**src/rtl/atr_pkg.sv**
```systemverilog
package atr_pkg;

	// Register port geometry
	localparam int unsigned ADDR_W = 6;
	localparam int unsigned DATA_W = 16;

	// Register offsets
	localparam logic [5:0] ADDR_PRIMARY_ANGLE         = 6'h10;
	localparam logic [5:0] ADDR_PRIMARY_TEMPERATURE   = 6'h13;
	localparam logic [5:0] ADDR_FIELD_MAGNITUDE       = 6'h14;
	localparam logic [5:0] ADDR_PRIMARY_TURNS_COUNTER = 6'h15;
	localparam logic [5:0] ADDR_HYSTERESIS_ANGLE      = 6'h16;
	localparam logic [5:0] ADDR_PRIMARY_VELOCITY      = 6'h17;
	localparam logic [5:0] ADDR_PRIMARY_ACCELERATION  = 6'h18;
	localparam logic [5:0] ADDR_SECONDARY_ANGLE       = 6'h19;

	// Field layout
	localparam int unsigned TEMP_W    = 12;
	localparam int unsigned TURNS_W   = 11;
	localparam int unsigned WARN_BIT  = 13;
	localparam int unsigned OVF_BIT   = 12;
	localparam int unsigned HYST_W    = 3;
	localparam int unsigned QUAD_MSB  = 15;
	localparam int unsigned QUAD_LSB  = 14;

	// Reset values
	localparam logic [15:0] RESET_DATA = 16'h0000;

	// Angle LSBs per step of the hysteresis setting
	localparam logic [15:0] HYST_STEP = 16'h0010;

	// Timing
	localparam int unsigned CLK_PERIOD_NS    = 40;
	localparam int unsigned DERIV_PERIOD_NS  = 32000;
	localparam int unsigned DERIV_PERIOD_CYC = DERIV_PERIOD_NS / CLK_PERIOD_NS;

	typedef enum logic [1:0] {
		BIST_IDLE,
		BIST_FORCE,
		BIST_CHECK
	} atr_bist_e;

endpackage

```
**src/rtl/atr_derivative.sv**
```systemverilog
`timescale 1ns/1ns
module atr_derivative #(
	parameter int unsigned WIDTH = atr_pkg::DATA_W
) (
	// Clock and reset
	input  logic             mclk,
	input  logic             rst_n,
	// Sample input
	input  logic             sample_en,
	input  logic [WIDTH-1:0] din,
	// Difference output
	output logic [WIDTH-1:0] dout,
	output logic             done
);
	import atr_pkg::*;

	typedef struct packed {
		logic [WIDTH-1:0] prev;
		logic [WIDTH-1:0] diff;
		logic             primed;
		logic             done;
	} atr_dv_s;

	atr_dv_s state_reg;
	atr_dv_s state_next;

	always_comb begin
		state_next      = state_reg;
		state_next.done = sample_en;
		if (sample_en) begin
			// Modulo difference so an angle wrap reads as a small step
			state_next.diff   = state_reg.primed ? WIDTH'(din - state_reg.prev) : '0;
			state_next.prev   = din;
			state_next.primed = 1'b1;
		end
	end

	always_ff @(posedge mclk) begin
		if (!rst_n) begin
			state_reg <= '0;
		end else begin
			state_reg <= state_next;
		end
	end

	assign dout = state_reg.diff;
	assign done = state_reg.done;

	chk_diff_value: assert property (@(posedge mclk) disable iff (!rst_n)
		(sample_en && state_reg.primed) |=> (done && dout == WIDTH'($past(din) - $past(state_reg.prev))))
		else $error("derivative output wrong");

endmodule

```
**src/rtl/atr_readout.sv**
```systemverilog
`timescale 1ns/1ns
module atr_readout #(
	parameter int unsigned DERIV_CYC = atr_pkg::DERIV_PERIOD_CYC
) (
	// Clock and reset
	input  logic                       mclk,
	input  logic                       rst_n,
	// Register port
	input  logic [atr_pkg::ADDR_W-1:0] reg_addr,
	input  logic                       reg_rd,
	input  logic                       reg_wr,
	input  logic [atr_pkg::DATA_W-1:0] reg_wdata,
	output logic [atr_pkg::DATA_W-1:0] reg_rdata,
	output logic                       reg_rvalid,
	// Measurements from the signal path
	input  logic [atr_pkg::TEMP_W-1:0] temp_code,
	input  logic [15:0]                field_amplitude,
	input  logic [15:0]                primary_angle,
	input  logic [15:0]                secondary_angle_in,
	input  logic [15:0]                encoder_source_angle,
	// Configuration and commands
	input  logic [atr_pkg::HYST_W-1:0] hysteresis_setting,
	input  logic                       turns_count_reset,
	input  logic                       low_power,
	// Fault flags
	input  logic                       primary_voltage_check_fault,
	input  logic                       oscillator_fault,
	input  logic                       supply_undervoltage,
	input  logic                       low_power_turns_fault,
	// Turns status
	output logic                       primary_turns_warning,
	output logic                       primary_turns_overflow,
	output logic                       secondary_turns_warning,
	output logic                       secondary_turns_overflow,
	output logic                       latched_secondary_turns_warning,
	// Latched copies
	output logic [15:0]                latched_secondary_angle,
	output logic [15:0]                latched_primary_turns,
	output logic [15:0]                latched_secondary_turns
);
	import atr_pkg::*;

	localparam int unsigned TICK_W = (DERIV_CYC > 1) ? $clog2(DERIV_CYC) : 1;
	localparam logic [TICK_W-1:0] TICK_LAST = TICK_W'(DERIV_CYC - 1);

	typedef struct packed {
		logic [15:0]       temp;
		logic [15:0]       field;
		logic [15:0]       hyst;
		logic [15:0]       secondary_angle;
		logic [TICK_W-1:0] tick_cnt;
		logic              tick;
		atr_bist_e         bist;
		logic              bist_fail;
		logic              lp_fault;
		logic              lp_prev;
		logic              warn_p;
		logic              warn_s;
		logic              warn_latch_s;
		logic [15:0]       lat_secondary_angle;
		logic [15:0]       lat_p_turns;
		logic [15:0]       lat_s_turns;
		logic [15:0]       rdata;
		logic              rvalid;
	} atr_top_s;

	atr_top_s             state_reg;
	atr_top_s             state_next;
	logic [TURNS_W-1:0]   p_count;
	logic [TURNS_W-1:0]   s_count;
	logic                 p_ovf;
	logic                 s_ovf;
	logic                 p_test_ok;
	logic                 s_test_ok;
	logic                 test_en;
	logic [15:0]          velocity;
	logic                 vel_done;
	logic [15:0]          acceleration;
	logic                 acc_done;
	logic [15:0]          p_word;
	logic [15:0]          s_word;
	logic [15:0]          hyst_diff;
	logic [15:0]          hyst_mag;
	logic [15:0]          hyst_thr;
	logic                 hyst_move;
	logic                 lp_exit;
	logic                 warn_cause;

	assign test_en = (state_reg.bist == BIST_FORCE);

	atr_turns_counter #(
		.COUNT_W (TURNS_W)
	) u_primary_turns (
		.mclk     (mclk),
		.rst_n    (rst_n),
		.quadrant (primary_angle[QUAD_MSB:QUAD_LSB]),
		.clear    (turns_count_reset),
		.test_en  (test_en),
		.count    (p_count),
		.overflow (p_ovf),
		.test_ok  (p_test_ok)
	);

	atr_turns_counter #(
		.COUNT_W (TURNS_W)
	) u_secondary_turns (
		.mclk     (mclk),
		.rst_n    (rst_n),
		.quadrant (secondary_angle_in[QUAD_MSB:QUAD_LSB]),
		.clear    (turns_count_reset),
		.test_en  (test_en),
		.count    (s_count),
		.overflow (s_ovf),
		.test_ok  (s_test_ok)
	);

	atr_derivative #(
		.WIDTH (16)
	) u_velocity (
		.mclk      (mclk),
		.rst_n     (rst_n),
		.sample_en (state_reg.tick),
		.din       (primary_angle),
		.dout      (velocity),
		.done      (vel_done)
	);

	// Chained off velocity so both use the same sample spacing
	atr_derivative #(
		.WIDTH (16)
	) u_acceleration (
		.mclk      (mclk),
		.rst_n     (rst_n),
		.sample_en (vel_done),
		.din       (velocity),
		.dout      (acceleration),
		.done      (acc_done)
	);

	always_comb begin
		state_next = state_reg;
		p_word     = RESET_DATA;
		s_word     = RESET_DATA;

		// Measurement snapshots
		state_next.temp      = {4'h0, temp_code};
		state_next.field     = field_amplitude;
		state_next.secondary_angle = secondary_angle_in;

		// Sample tick for the derivatives
		state_next.tick     = (state_reg.tick_cnt == TICK_LAST);
		state_next.tick_cnt = state_next.tick ? '0 : TICK_W'(state_reg.tick_cnt + 1'b1);

		// Hysteresis: follow only once the move exceeds the threshold
		hyst_diff = 16'(encoder_source_angle - state_reg.hyst);
		hyst_mag  = hyst_diff[15] ? 16'(~hyst_diff + 16'h0001) : hyst_diff;
		hyst_thr  = 16'(HYST_STEP * {13'h0000, hysteresis_setting});
		hyst_move = (hyst_mag > hyst_thr);
		if (hyst_move) begin
			state_next.hyst = encoder_source_angle;
		end

		// Stuck-at-zero test of the counter inputs
		state_next.lp_prev = low_power;
		lp_exit            = state_reg.lp_prev & ~low_power;
		case (state_reg.bist)
			BIST_FORCE: begin
				state_next.bist = BIST_CHECK;
			end
			BIST_CHECK: begin
				if (!(p_test_ok && s_test_ok)) begin
					state_next.bist_fail = 1'b1;
				end
				state_next.bist = BIST_IDLE;
			end
			default: begin
				state_next.bist = BIST_IDLE;
			end
		endcase
		if (lp_exit) begin
			state_next.bist = BIST_FORCE;
		end

		// Tracking may be lost while asleep; held until reset
		if (low_power && low_power_turns_fault) begin
			state_next.lp_fault = 1'b1;
		end

		warn_cause = primary_voltage_check_fault | oscillator_fault | supply_undervoltage
			| state_next.lp_fault | state_next.bist_fail;
		state_next.warn_p = warn_cause;
		state_next.warn_s = warn_cause;

		// Turns register words
		p_word[WARN_BIT]      = state_reg.warn_p;
		p_word[OVF_BIT]       = p_ovf;
		p_word[TURNS_W-1:0]   = p_count;
		s_word[WARN_BIT]      = state_reg.warn_s;
		s_word[OVF_BIT]       = s_ovf;
		s_word[TURNS_W-1:0]   = s_count;

		// Read port; writes have no path into any state
		state_next.rvalid = reg_rd;
		state_next.rdata  = RESET_DATA;
		if (reg_rd) begin
			case (reg_addr)
				ADDR_PRIMARY_TEMPERATURE:   state_next.rdata = state_reg.temp;
				ADDR_FIELD_MAGNITUDE:       state_next.rdata = state_reg.field;
				ADDR_PRIMARY_TURNS_COUNTER: state_next.rdata = p_word;
				ADDR_HYSTERESIS_ANGLE:      state_next.rdata = state_reg.hyst;
				ADDR_PRIMARY_VELOCITY:      state_next.rdata = velocity;
				ADDR_PRIMARY_ACCELERATION:  state_next.rdata = acceleration;
				ADDR_SECONDARY_ANGLE:       state_next.rdata = state_reg.secondary_angle;
				default:                    state_next.rdata = RESET_DATA;
			endcase
			if (reg_addr == ADDR_PRIMARY_ANGLE) begin
				state_next.lat_secondary_angle = state_reg.secondary_angle;
				state_next.lat_p_turns   = p_word;
				state_next.lat_s_turns   = s_word;
				state_next.warn_latch_s  = state_reg.warn_s;
			end
		end
	end

	always_ff @(posedge mclk) begin
		if (!rst_n) begin
			state_reg      <= '0;
			state_reg.bist <= BIST_FORCE;
		end else begin
			state_reg <= state_next;
		end
	end

	assign reg_rdata                       = state_reg.rdata;
	assign reg_rvalid                      = state_reg.rvalid;
	assign primary_turns_warning           = state_reg.warn_p;
	assign primary_turns_overflow          = p_ovf;
	assign secondary_turns_warning         = state_reg.warn_s;
	assign secondary_turns_overflow        = s_ovf;
	assign latched_secondary_turns_warning = state_reg.warn_latch_s;
	assign latched_secondary_angle         = state_reg.lat_secondary_angle;
	assign latched_primary_turns           = state_reg.lat_p_turns;
	assign latched_secondary_turns         = state_reg.lat_s_turns;

	chk_temp_read_value: assert property (@(posedge mclk) disable iff (!rst_n)
		(reg_rd && reg_addr == ADDR_PRIMARY_TEMPERATURE)
		|=> (reg_rdata == {4'h0, $past(temp_code, 2)}))
		else $error("temperature read value wrong");

	chk_field_read_value: assert property (@(posedge mclk) disable iff (!rst_n)
		(reg_rd && reg_addr == ADDR_FIELD_MAGNITUDE) |=> (reg_rdata == $past(field_amplitude, 2)))
		else $error("field read value wrong");

	chk_turns_read_word: assert property (@(posedge mclk) disable iff (!rst_n)
		(reg_rd && reg_addr == ADDR_PRIMARY_TURNS_COUNTER)
		|=> (reg_rdata[15:14] == 2'b00 && reg_rdata[11] == 1'b0
		&& reg_rdata[WARN_BIT] == $past(primary_turns_warning)
		&& reg_rdata[OVF_BIT] == $past(primary_turns_overflow)
		&& reg_rdata[TURNS_W-1:0] == $past(p_count)))
		else $error("turns counter word wrong");

	chk_warn_fault_cause: assert property (@(posedge mclk) disable iff (!rst_n)
		(primary_voltage_check_fault || oscillator_fault || supply_undervoltage)
		|=> primary_turns_warning)
		else $error("warning missing on fault");

	chk_lp_fault_warn: assert property (@(posedge mclk) disable iff (!rst_n)
		(low_power && low_power_turns_fault) |=> primary_turns_warning [*8])
		else $error("low-power fault warning not held");

	chk_bist_restart: assert property (@(posedge mclk) disable iff (!rst_n)
		$fell(low_power) |=> (state_reg.bist == BIST_FORCE) ##1 (state_reg.bist == BIST_CHECK))
		else $error("test not run after low-power exit");

	chk_bist_fail_hold: assert property (@(posedge mclk) disable iff (!rst_n)
		$rose(state_reg.bist_fail) |-> (primary_turns_warning && secondary_turns_warning) [*8])
		else $error("test failure warning not held");

	chk_ovf_hold_clear: assert property (@(posedge mclk) disable iff (!rst_n)
		(primary_turns_overflow && !turns_count_reset) |=> primary_turns_overflow)
		else $error("overflow dropped without reset command");

	chk_hyst_hold_value: assert property (@(posedge mclk) disable iff (!rst_n)
		!hyst_move |=> $stable(state_reg.hyst))
		else $error("hysteresis angle moved inside band");

	chk_accel_follows_vel: assert property (@(posedge mclk) disable iff (!rst_n)
		vel_done |=> acc_done)
		else $error("acceleration not updated after velocity");

	chk_warn_redundant: assert property (@(posedge mclk) disable iff (!rst_n)
		primary_turns_warning == secondary_turns_warning)
		else $error("redundant warnings differ");

	chk_latch_on_angle: assert property (@(posedge mclk) disable iff (!rst_n)
		(reg_rd && reg_addr == ADDR_PRIMARY_ANGLE)
		|=> (latched_secondary_angle == $past(state_reg.secondary_angle)
		&& latched_secondary_turns_warning == $past(secondary_turns_warning)))
		else $error("latched copies not captured");

	chk_write_ignored: assert property (@(posedge mclk) disable iff (!rst_n)
		(reg_wr && !reg_rd) |=> (!reg_rvalid && $stable(state_reg.lat_secondary_angle)))
		else $error("write had an effect");

endmodule

```
**src/rtl/atr_turns_counter.sv**
```systemverilog
`timescale 1ns/1ns
module atr_turns_counter #(
	parameter int unsigned COUNT_W = atr_pkg::TURNS_W
) (
	// Clock and reset
	input  logic               mclk,
	input  logic               rst_n,
	// Angle quadrant and commands
	input  logic [1:0]         quadrant,
	input  logic               clear,
	input  logic               test_en,
	// Results
	output logic [COUNT_W-1:0] count,
	output logic               overflow,
	output logic               test_ok
);
	import atr_pkg::*;

	localparam logic [COUNT_W-1:0] CNT_MAX = {1'b0, {(COUNT_W-1){1'b1}}};
	localparam logic [COUNT_W-1:0] CNT_MIN = {1'b1, {(COUNT_W-1){1'b0}}};
	localparam logic [COUNT_W-1:0] ONES    = {COUNT_W{1'b1}};

	typedef struct packed {
		logic [1:0]         quad;
		logic [COUNT_W-1:0] count;
		logic               ovf;
		logic [COUNT_W-1:0] cap;
		logic               primed;
	} atr_tc_s;

	atr_tc_s state_reg;
	atr_tc_s state_next;
	logic    step_up;
	logic    step_dn;
	logic    set_ovf;

	always_comb begin
		state_next = state_reg;
		step_up    = (quadrant == 2'(state_reg.quad + 2'h1));
		step_dn    = (quadrant == 2'(state_reg.quad - 2'h1));
		set_ovf    = 1'b0;
		// Test drives all ones through the counter input path; count is held
		state_next.cap = test_en ? ONES : '0;
		if (test_en) begin
			state_next.quad = state_reg.quad;
		end else if (!state_reg.primed) begin
			// First quadrant is the zero reference
			state_next.primed = 1'b1;
			state_next.quad   = quadrant;
		end else begin
			state_next.quad = quadrant;
			if (step_up) begin
				state_next.count = COUNT_W'(state_reg.count + 1'b1);
				set_ovf          = (state_reg.count == CNT_MAX);
			end else if (step_dn) begin
				state_next.count = COUNT_W'(state_reg.count - 1'b1);
				set_ovf          = (state_reg.count == CNT_MIN);
			end
		end
		if (clear) begin
			state_next.count = '0;
		end
		// A new overflow wins over the reset command
		state_next.ovf = set_ovf | (state_reg.ovf & ~clear);
	end

	always_ff @(posedge mclk) begin
		if (!rst_n) begin
			state_reg <= '0;
		end else begin
			state_reg <= state_next;
		end
	end

	assign count    = state_reg.count;
	assign overflow = state_reg.ovf;
	assign test_ok  = (state_reg.cap == ONES);

	chk_ovf_on_wrap: assert property (@(posedge mclk) disable iff (!rst_n)
		(state_reg.primed && !test_en && step_up && state_reg.count == CNT_MAX) |=> overflow)
		else $error("overflow not set at positive limit");

endmodule

```
**config.mk**
```make
export PLATFORM = sky130hd
export DESIGN_NAME = atr_readout
export DESIGN_NICKNAME = d
export VERILOG_FILES = /design/src/rtl/atr_pkg.sv /design/src/rtl/atr_derivative.sv /design/src/rtl/atr_readout.sv /design/src/rtl/atr_turns_counter.sv
export SDC_FILE = /design/constraint.sdc
export NUM_CORES = 1
export LEC_CHECK = 0
export BUFFER_PORTS_ARGS = -buffer_cell sky130_fd_sc_hd__buf_2
export CAP_MARGIN = 20
export CORE_MARGIN = 2
export CORE_UTILIZATION = 58
export CTS_CLUSTER_DIAMETER = 100
export DETAILED_ROUTE_END_ITERATION = 16
export GPL_TIMING_DRIVEN = 0
export PLACE_DENSITY = 0.84
export SETUP_SLACK_MARGIN = 0.15
export SLEW_MARGIN = 20
export SYNTH_ARGS = -nofsm -noshare
export SYNTH_HDL_FRONTEND = slang
export SYNTH_SLANG_ARGS = --single-unit
```
**constraint.sdc**
```tcl
create_clock -name mclk -period 6.1 [get_ports mclk]
set_input_delay 0.305 -clock mclk [delete_from_list [all_inputs] [get_ports mclk]]
set_output_delay 0.305 -clock mclk [all_outputs]
set_load 0.1 [all_outputs]
```
* Word-level counts from Yosys, hierarchy flattened
Cells that the tools add are included.
** Storage, ports and cells
- Logic and storage cells :: 112
- Bits of input ports :: 111
- Bits in registers :: 248
** Operators by class
- Reductions and logical operators :: 10
- Mux-type cells :: 21
- Add/sub/neg operators :: 13
- Bitwise operators :: 14
- Eq/ne operators :: 20
- $lt $le $gt $ge :: 1
** Operators with widths (count)
- $pmux W16 S7 :: 1
- $mux W11 :: 5
- $eq A6 B5 Y1 const B :: 8
- $mux W16 :: 3
- $sub A16 B16 Y16 :: 3
- $eq A11 B11 Y1 const B :: 3
- $add A11 B1 Y11 const B :: 2
- $eq A11 B10 Y1 const B :: 2
- $sub A11 B1 Y11 const B :: 2
- $add A16 B1 Y16 const B :: 1
- $gt A16 B7 Y1 :: 1
- $not A16 Y16 :: 1
- $mux W1 :: 11
- $add A10 B1 Y10 const B :: 1
- $eq A10 B10 Y1 const B :: 1
- $eq A2 B2 Y1 :: 4
- $or A1 B1 Y1 :: 6
- $reduce_and A3 Y1 :: 2
- $reduce_or A2 Y1 :: 3
- $add A2 B1 Y2 const B :: 2
- $not A1 Y1 :: 4
- $reduce_and A2 Y1 :: 2
- $reduce_bool A2 Y1 :: 2
- $sub A2 B1 Y2 const B :: 2
- other kinds (5) :: 7

* Depth between registers and ports, before layout
- Depth in word-level cells :: 7
- Gate-level depth with buffers :: 21

* Cells and area by module
Synthesis repeated with hierarchy kept, for this count alone.
** Second synthesis, totals
- Cell total of the unflattened synthesis :: 1555
- Area, all modules :: 13317.8 um^2
** By module, submodules not included
- atr_readout :: times used 1, cells an instance 776, area each 6700.2 um^2
- atr_turns_counter :: times used 2, cells an instance 147, area each 1196.1 um^2
- atr_derivative (u_velocity) :: times used 1, cells an instance 242, area each 2114.5 um^2
- atr_derivative (u_acceleration) :: times used 1, cells an instance 243, area each 2110.8 um^2

* Least setup slack after synthesis
OpenSTA, ideal clock, no wires.
- Kind :: register to register
- Start :: register state_reg[105] in the netlist's numbering
- End :: register state_reg[105] in the netlist's numbering
- Required time :: 6028 ps
- Stages on the path, launching flop included :: 20
- Clock period less this slack :: 4863 ps
- Library setup time :: 72 ps
- Arrival :: 4792 ps
- Path slack :: 1237 ps
- Cells stage by stage :: dfxtp_1 inv_1 ha_1 or3_1 o211a_1 and4_4 a2111o_1 a21oi_2 xor2_1 nand2_1 xnor2_1 ha_1 nand4_1 or4b_2 a21oi_1 o21ai_0 a211o_1 a211oi_4 buf_8 mux2i_1
** On the way
- Word-level cells in the longest chain between the ends :: 5
** RTL lines
- start: declaration :: RTL line atr_readout.sv:67 : atr_top_s state_reg;
- start signal: assignment :: RTL line atr_readout.sv:230 : state_reg <= state_next;
- $sub A16 B16 Y16 * :: RTL line atr_readout.sv:155 : hyst_diff = 16'(encoder_source_angle - state_reg.hyst);
- $not A16 Y16 :: RTL line atr_readout.sv:156 : hyst_mag = hyst_diff[15] ? 16'(~hyst_diff + 16'h0001) : hyst_diff;
- $add A16 B1 Y16 :: RTL line atr_readout.sv:156
- $mux W16 * :: RTL line atr_readout.sv:156
- $gt A16 B7 Y1 * :: RTL line atr_readout.sv:158 : hyst_move = (hyst_mag > hyst_thr);
Mark *: on every way between the ends. The rest lies on a longest branch, timed or not.
A chain may end at the register's enable or synchronous reset.

* Worst setup path after layout
- Start :: register state_reg[105] in the netlist's numbering
- End :: register state_reg[113] in the netlist's numbering
The elaborated chain is that of the path after synthesis.

==> summary.md <==
| Metric | Value |
|---|---|
| Final ANT Viol Nets | 0 |
| Worst slew pin tran | 1006 ps |
| P_int | 2678 µW |
| Worst Setup End Kind | flip-flop |
| Synth Instances | 1489 |
| Number of hold buffers added after cts | 15 |
| Area delta synth->final | 17.42% |
| Critical path class | reg2reg |
| Seq pwr share | 43.3% |
| Synth Register Bits | 232 |
| Max Slew Vio Count | 0 |
| CP max stage cell | or4b_2 |
| Global-route wire length before repair | 51060 µm |
| Top-count cell post-synth | dfxtp_1 |
| Fin nets | 1877 |
| Clock root cell | clkbuf_16 |
| Final setup fails | 0 |
| Avg WL per Cell | 16.13 µm |
| R2R Setup Slk | 540 ps |
| Top_reg_cell synth | dfxtp_1 |
| CTS tree | yes |
| Hpwl dp | 23830 µm |
| DRC viols | 0 |
| Grt ovf | 0 |
| Post-synth EDFFs | 0 |
| Worst ir drop on vdd | 174.0 µV |
| P_sw | 968.7 µW |
| Outcome | finished, final reports clean |
| Clock transition at path regs | 60 ps |
| Max clock buf depth | 3 |
| Worst Reg2Reg Path Length in Cells | 19 |
| Fmax | 179.7 MHz |
| Buffers on Ports | 157 |
| Rel. slew slack | 32.96% |
| CP delay by family, top | compound AO/OA/AOI/OAI gates |
| TritonCTS buffer count | 25 |
| Area leader, netlist | dfxtp_1 |
| # rows | 53 |
| Minimum clock period | 5564 ps |
| GPL Wtd Cong | 0.9553 |
| Hold Fails Final Rpt | 0 |
| Total power | 3646 µW |
| Final wirelength | 32050 µm |
| Post-CTS setup buffer count | 0 |
| Initial core utilization | 58.77% |
| Post-route cell area | 0.01446 mm² |
| Distinct cells, synth | 70 |
| Switching Share | 26.57% |
| Worst Hold End | state_reg[141] |
| Worst R2R End | state_reg[113] |
| Width of the die | 149.7 µm |
| Io pins | 181 |
| HP Start | temp_code[9] |
| Skew final | 14.53 ps |
| Largest register FFs | 76 |
| Netlist Area Pre-Place | 0.01232 mm² |
| Fraction of layout cells with a size suffix above 1 | 16.12% |
| Hold/Removal Path Class | in2reg |
| Drt pass-1 iters | 5 |
| Die height | 149.7 µm |
| Post-synth top cells | 232 x dfxtp_1, 186 x nand2_1, 134 x nor2_1 |
| Antenna violations before repair | 0 |
| Die ar. | 0.02241 mm² |
| Buf+Inv Stages, Crit Path | 2 |
| CORE AREA | 0.02096 mm² |
| Post-synth ARST share | 0% |
| H-tree lvl count | 1 |
| Seq/Total Area, Yosys | 37.71% |
| Vias in the first global route | 10390 |
| Worst EP required | 6550 ps |
| Cell breakdown of the critical path | inv_1, ha_1, or3_1, o211a_1, and4_4, a2111o_1, a21oi_2, xor2_1, nand2_1, xnor2_1, ha_1, nand4_1, or4b_2, a21oi_1, o21ai_0, a211o_1, a211oi_4, buf_8, mux2i_1 |
| Synthesis warning total | 0 |
| Total Neg Setup Slack | 0 ps |
| Reg2reg start | state_reg[105] |
| Crit-path most repeated cell | ha_1 |
| Critical Path Source Type | flip-flop |
| Crit path DAT | 6020 ps |
| Largest cells by area after synthesis | dfxtp_1 38%, ha_1 6.9%, nand2_1 5.7%, a21oi_1 4.9%, mux2i_1 4.5% |
| Clk pwr share | 42.5% |
| Post-Place Cells | 1926 |
| Max-cap violations | 0 |
| Post-route insts no fill | 1987 |
| Crit-path max FO | 10 |
| Unrepaired setup endpoints after global routing | false |
| Power density cells | 252.1 mW/mm² |
| Lkg Pwr | 0.005927 µW |
| CTS resizes | 0 |
| Hold Path Depth | 2 |
| Syn_area_per_cell | 8.271 µm² |
| Via count | 10980 |
| Placed cell areas | 0.01346 mm² |
| # diodes | 0 |
| CP max stage delay | 670 ps |
| Comb pwr share | 14.3% |
| Largest net degree at the start of global routing | 15 |
| CTS sink count | 232 |
| GR Util All Layers | 28.07% |
| Vias/cell | 5.527 |
| Synth top area share | 37.71% |
| First DRT Iteration DRCs | 851 |
| Worst-Skew Late Latency | 520 ps |
| Period utilisation layout | 91.21% |
==> layout make-up <==
type,count,area (µm²)
repair buffers,172,935.9
fillers,1651,6494
multi-input cells,1052,6645
well taps,275,344.1
clock buffers,33,685.7
clock inverters,13,161.4
inverters,81,304.0
flip-flops and latches,232,4644
plain buffers,129,740.7
==> stage by stage <==
step | setup WS, ps | util [%] | hold slack, ps
3_3_place_gp | 647.6 | 64.25 | 437.4
2_1_floorplan | 1237 | - | 424.7
6_report | 536.2 | 69.01 | 2.303
5_1_grt | 216.9 | 69.01 | 4.527
4_1_cts | 575.8 | 69.01 | 0.6092
3_5_place_dp | 549.7 | 64.25 | 447.1
==> cells in the final DEF (no fill, tap or decap), types with 5 or more instances in the layout <==
master / synthesis / layout
a22o_1: 12 / 12
nand3_1: 39 / 39
o21bai_1: 13 / 13
o22ai_1: 5 / 5
a21o_1: 17 / 17
o31ai_1: 5 / 5
nand4_1: 11 / 11
buf_4: 65 / 65
conb_1: 1 / 6
inv_1: 81 / 81
nor4b_1: 6 / 6
or4_1: 5 / 5
buf_1: 7 / 7
and2_1: 54 / 54
a21oi_1: 121 / 121
nor3_1: 18 / 18
dfxtp_1: 232 / 232
nor2_1: 134 / 134
dlygate4sd3_1: 0 / 15
nor4_1: 10 / 10
xor2_1: 37 / 37
a31oi_1: 23 / 23
a22oi_1: 31 / 31
o21ai_0: 46 / 46
ha_1: 68 / 68
clkbuf_16: 0 / 25
nand2_1: 186 / 186
xnor2_1: 34 / 34
buf_2: 1 / 158
nor2b_1: 15 / 15
nand2b_1: 24 / 24
clkbuf_1: 55 / 60
mux2i_1: 55 / 55
or3_1: 10 / 10
fa_1: 5 / 5
==> power by group through the flow <==
stage / sequential [µW] / combinational (µW) / clock (µW)
after floorplan: 1610 / 368 / 0
after global placement: 1610 / 484 / 0
after detailed placement: 1610 / 499 / 0
after CTS: 1580 / 513 / 1560
after global routing: 1580 / 578 / 1620
final: 1580 / 520 / 1550
==> worst max-delay path by stage <==
stage | start | endpoint | cells past startpoint
global placement | encoder_source_angle[5] | state_reg[105] | 19
finish | state_reg[105] | state_reg[113] | 19
floorplan | state_reg[105] | state_reg[105] | 19
global route | state_reg[105] | state_reg[113] | 19
detailed placement | encoder_source_angle[5] | state_reg[105] | 19
CTS | state_reg[105] | state_reg[114] | 19
==> layer usage <==
| metal | wire (µm) | vias to the layer above | track usage (%) |
|---|---|---|---|
| met3 | 2160 | 75 | 3.598 |
| met5 | 0 | - | 0 |
| met2 | 14690 | 412 | 47.75 |
| met1 | 14180 | 5048 | 37.21 |
| met4 | 1015 | 0 | 8.774 |
| li1 | - | 5447 | - |
==> logic make-up (layout without fill, tap and decap cells) <==
family          count (synthesis)  after routing  synth area share (%)
compound gates                313            313                 15.99
xor+xnor                       71             71                 5.049
fa+ha+maj                      73             73                 7.721
buf+inv                       210            428                 8.483
flops                         232            232                 37.71
mux                            56             56                 4.562
other cells                     1              6               0.03045
simple gates                  533            533                 20.45
Power figures use the tool's default switching activity.
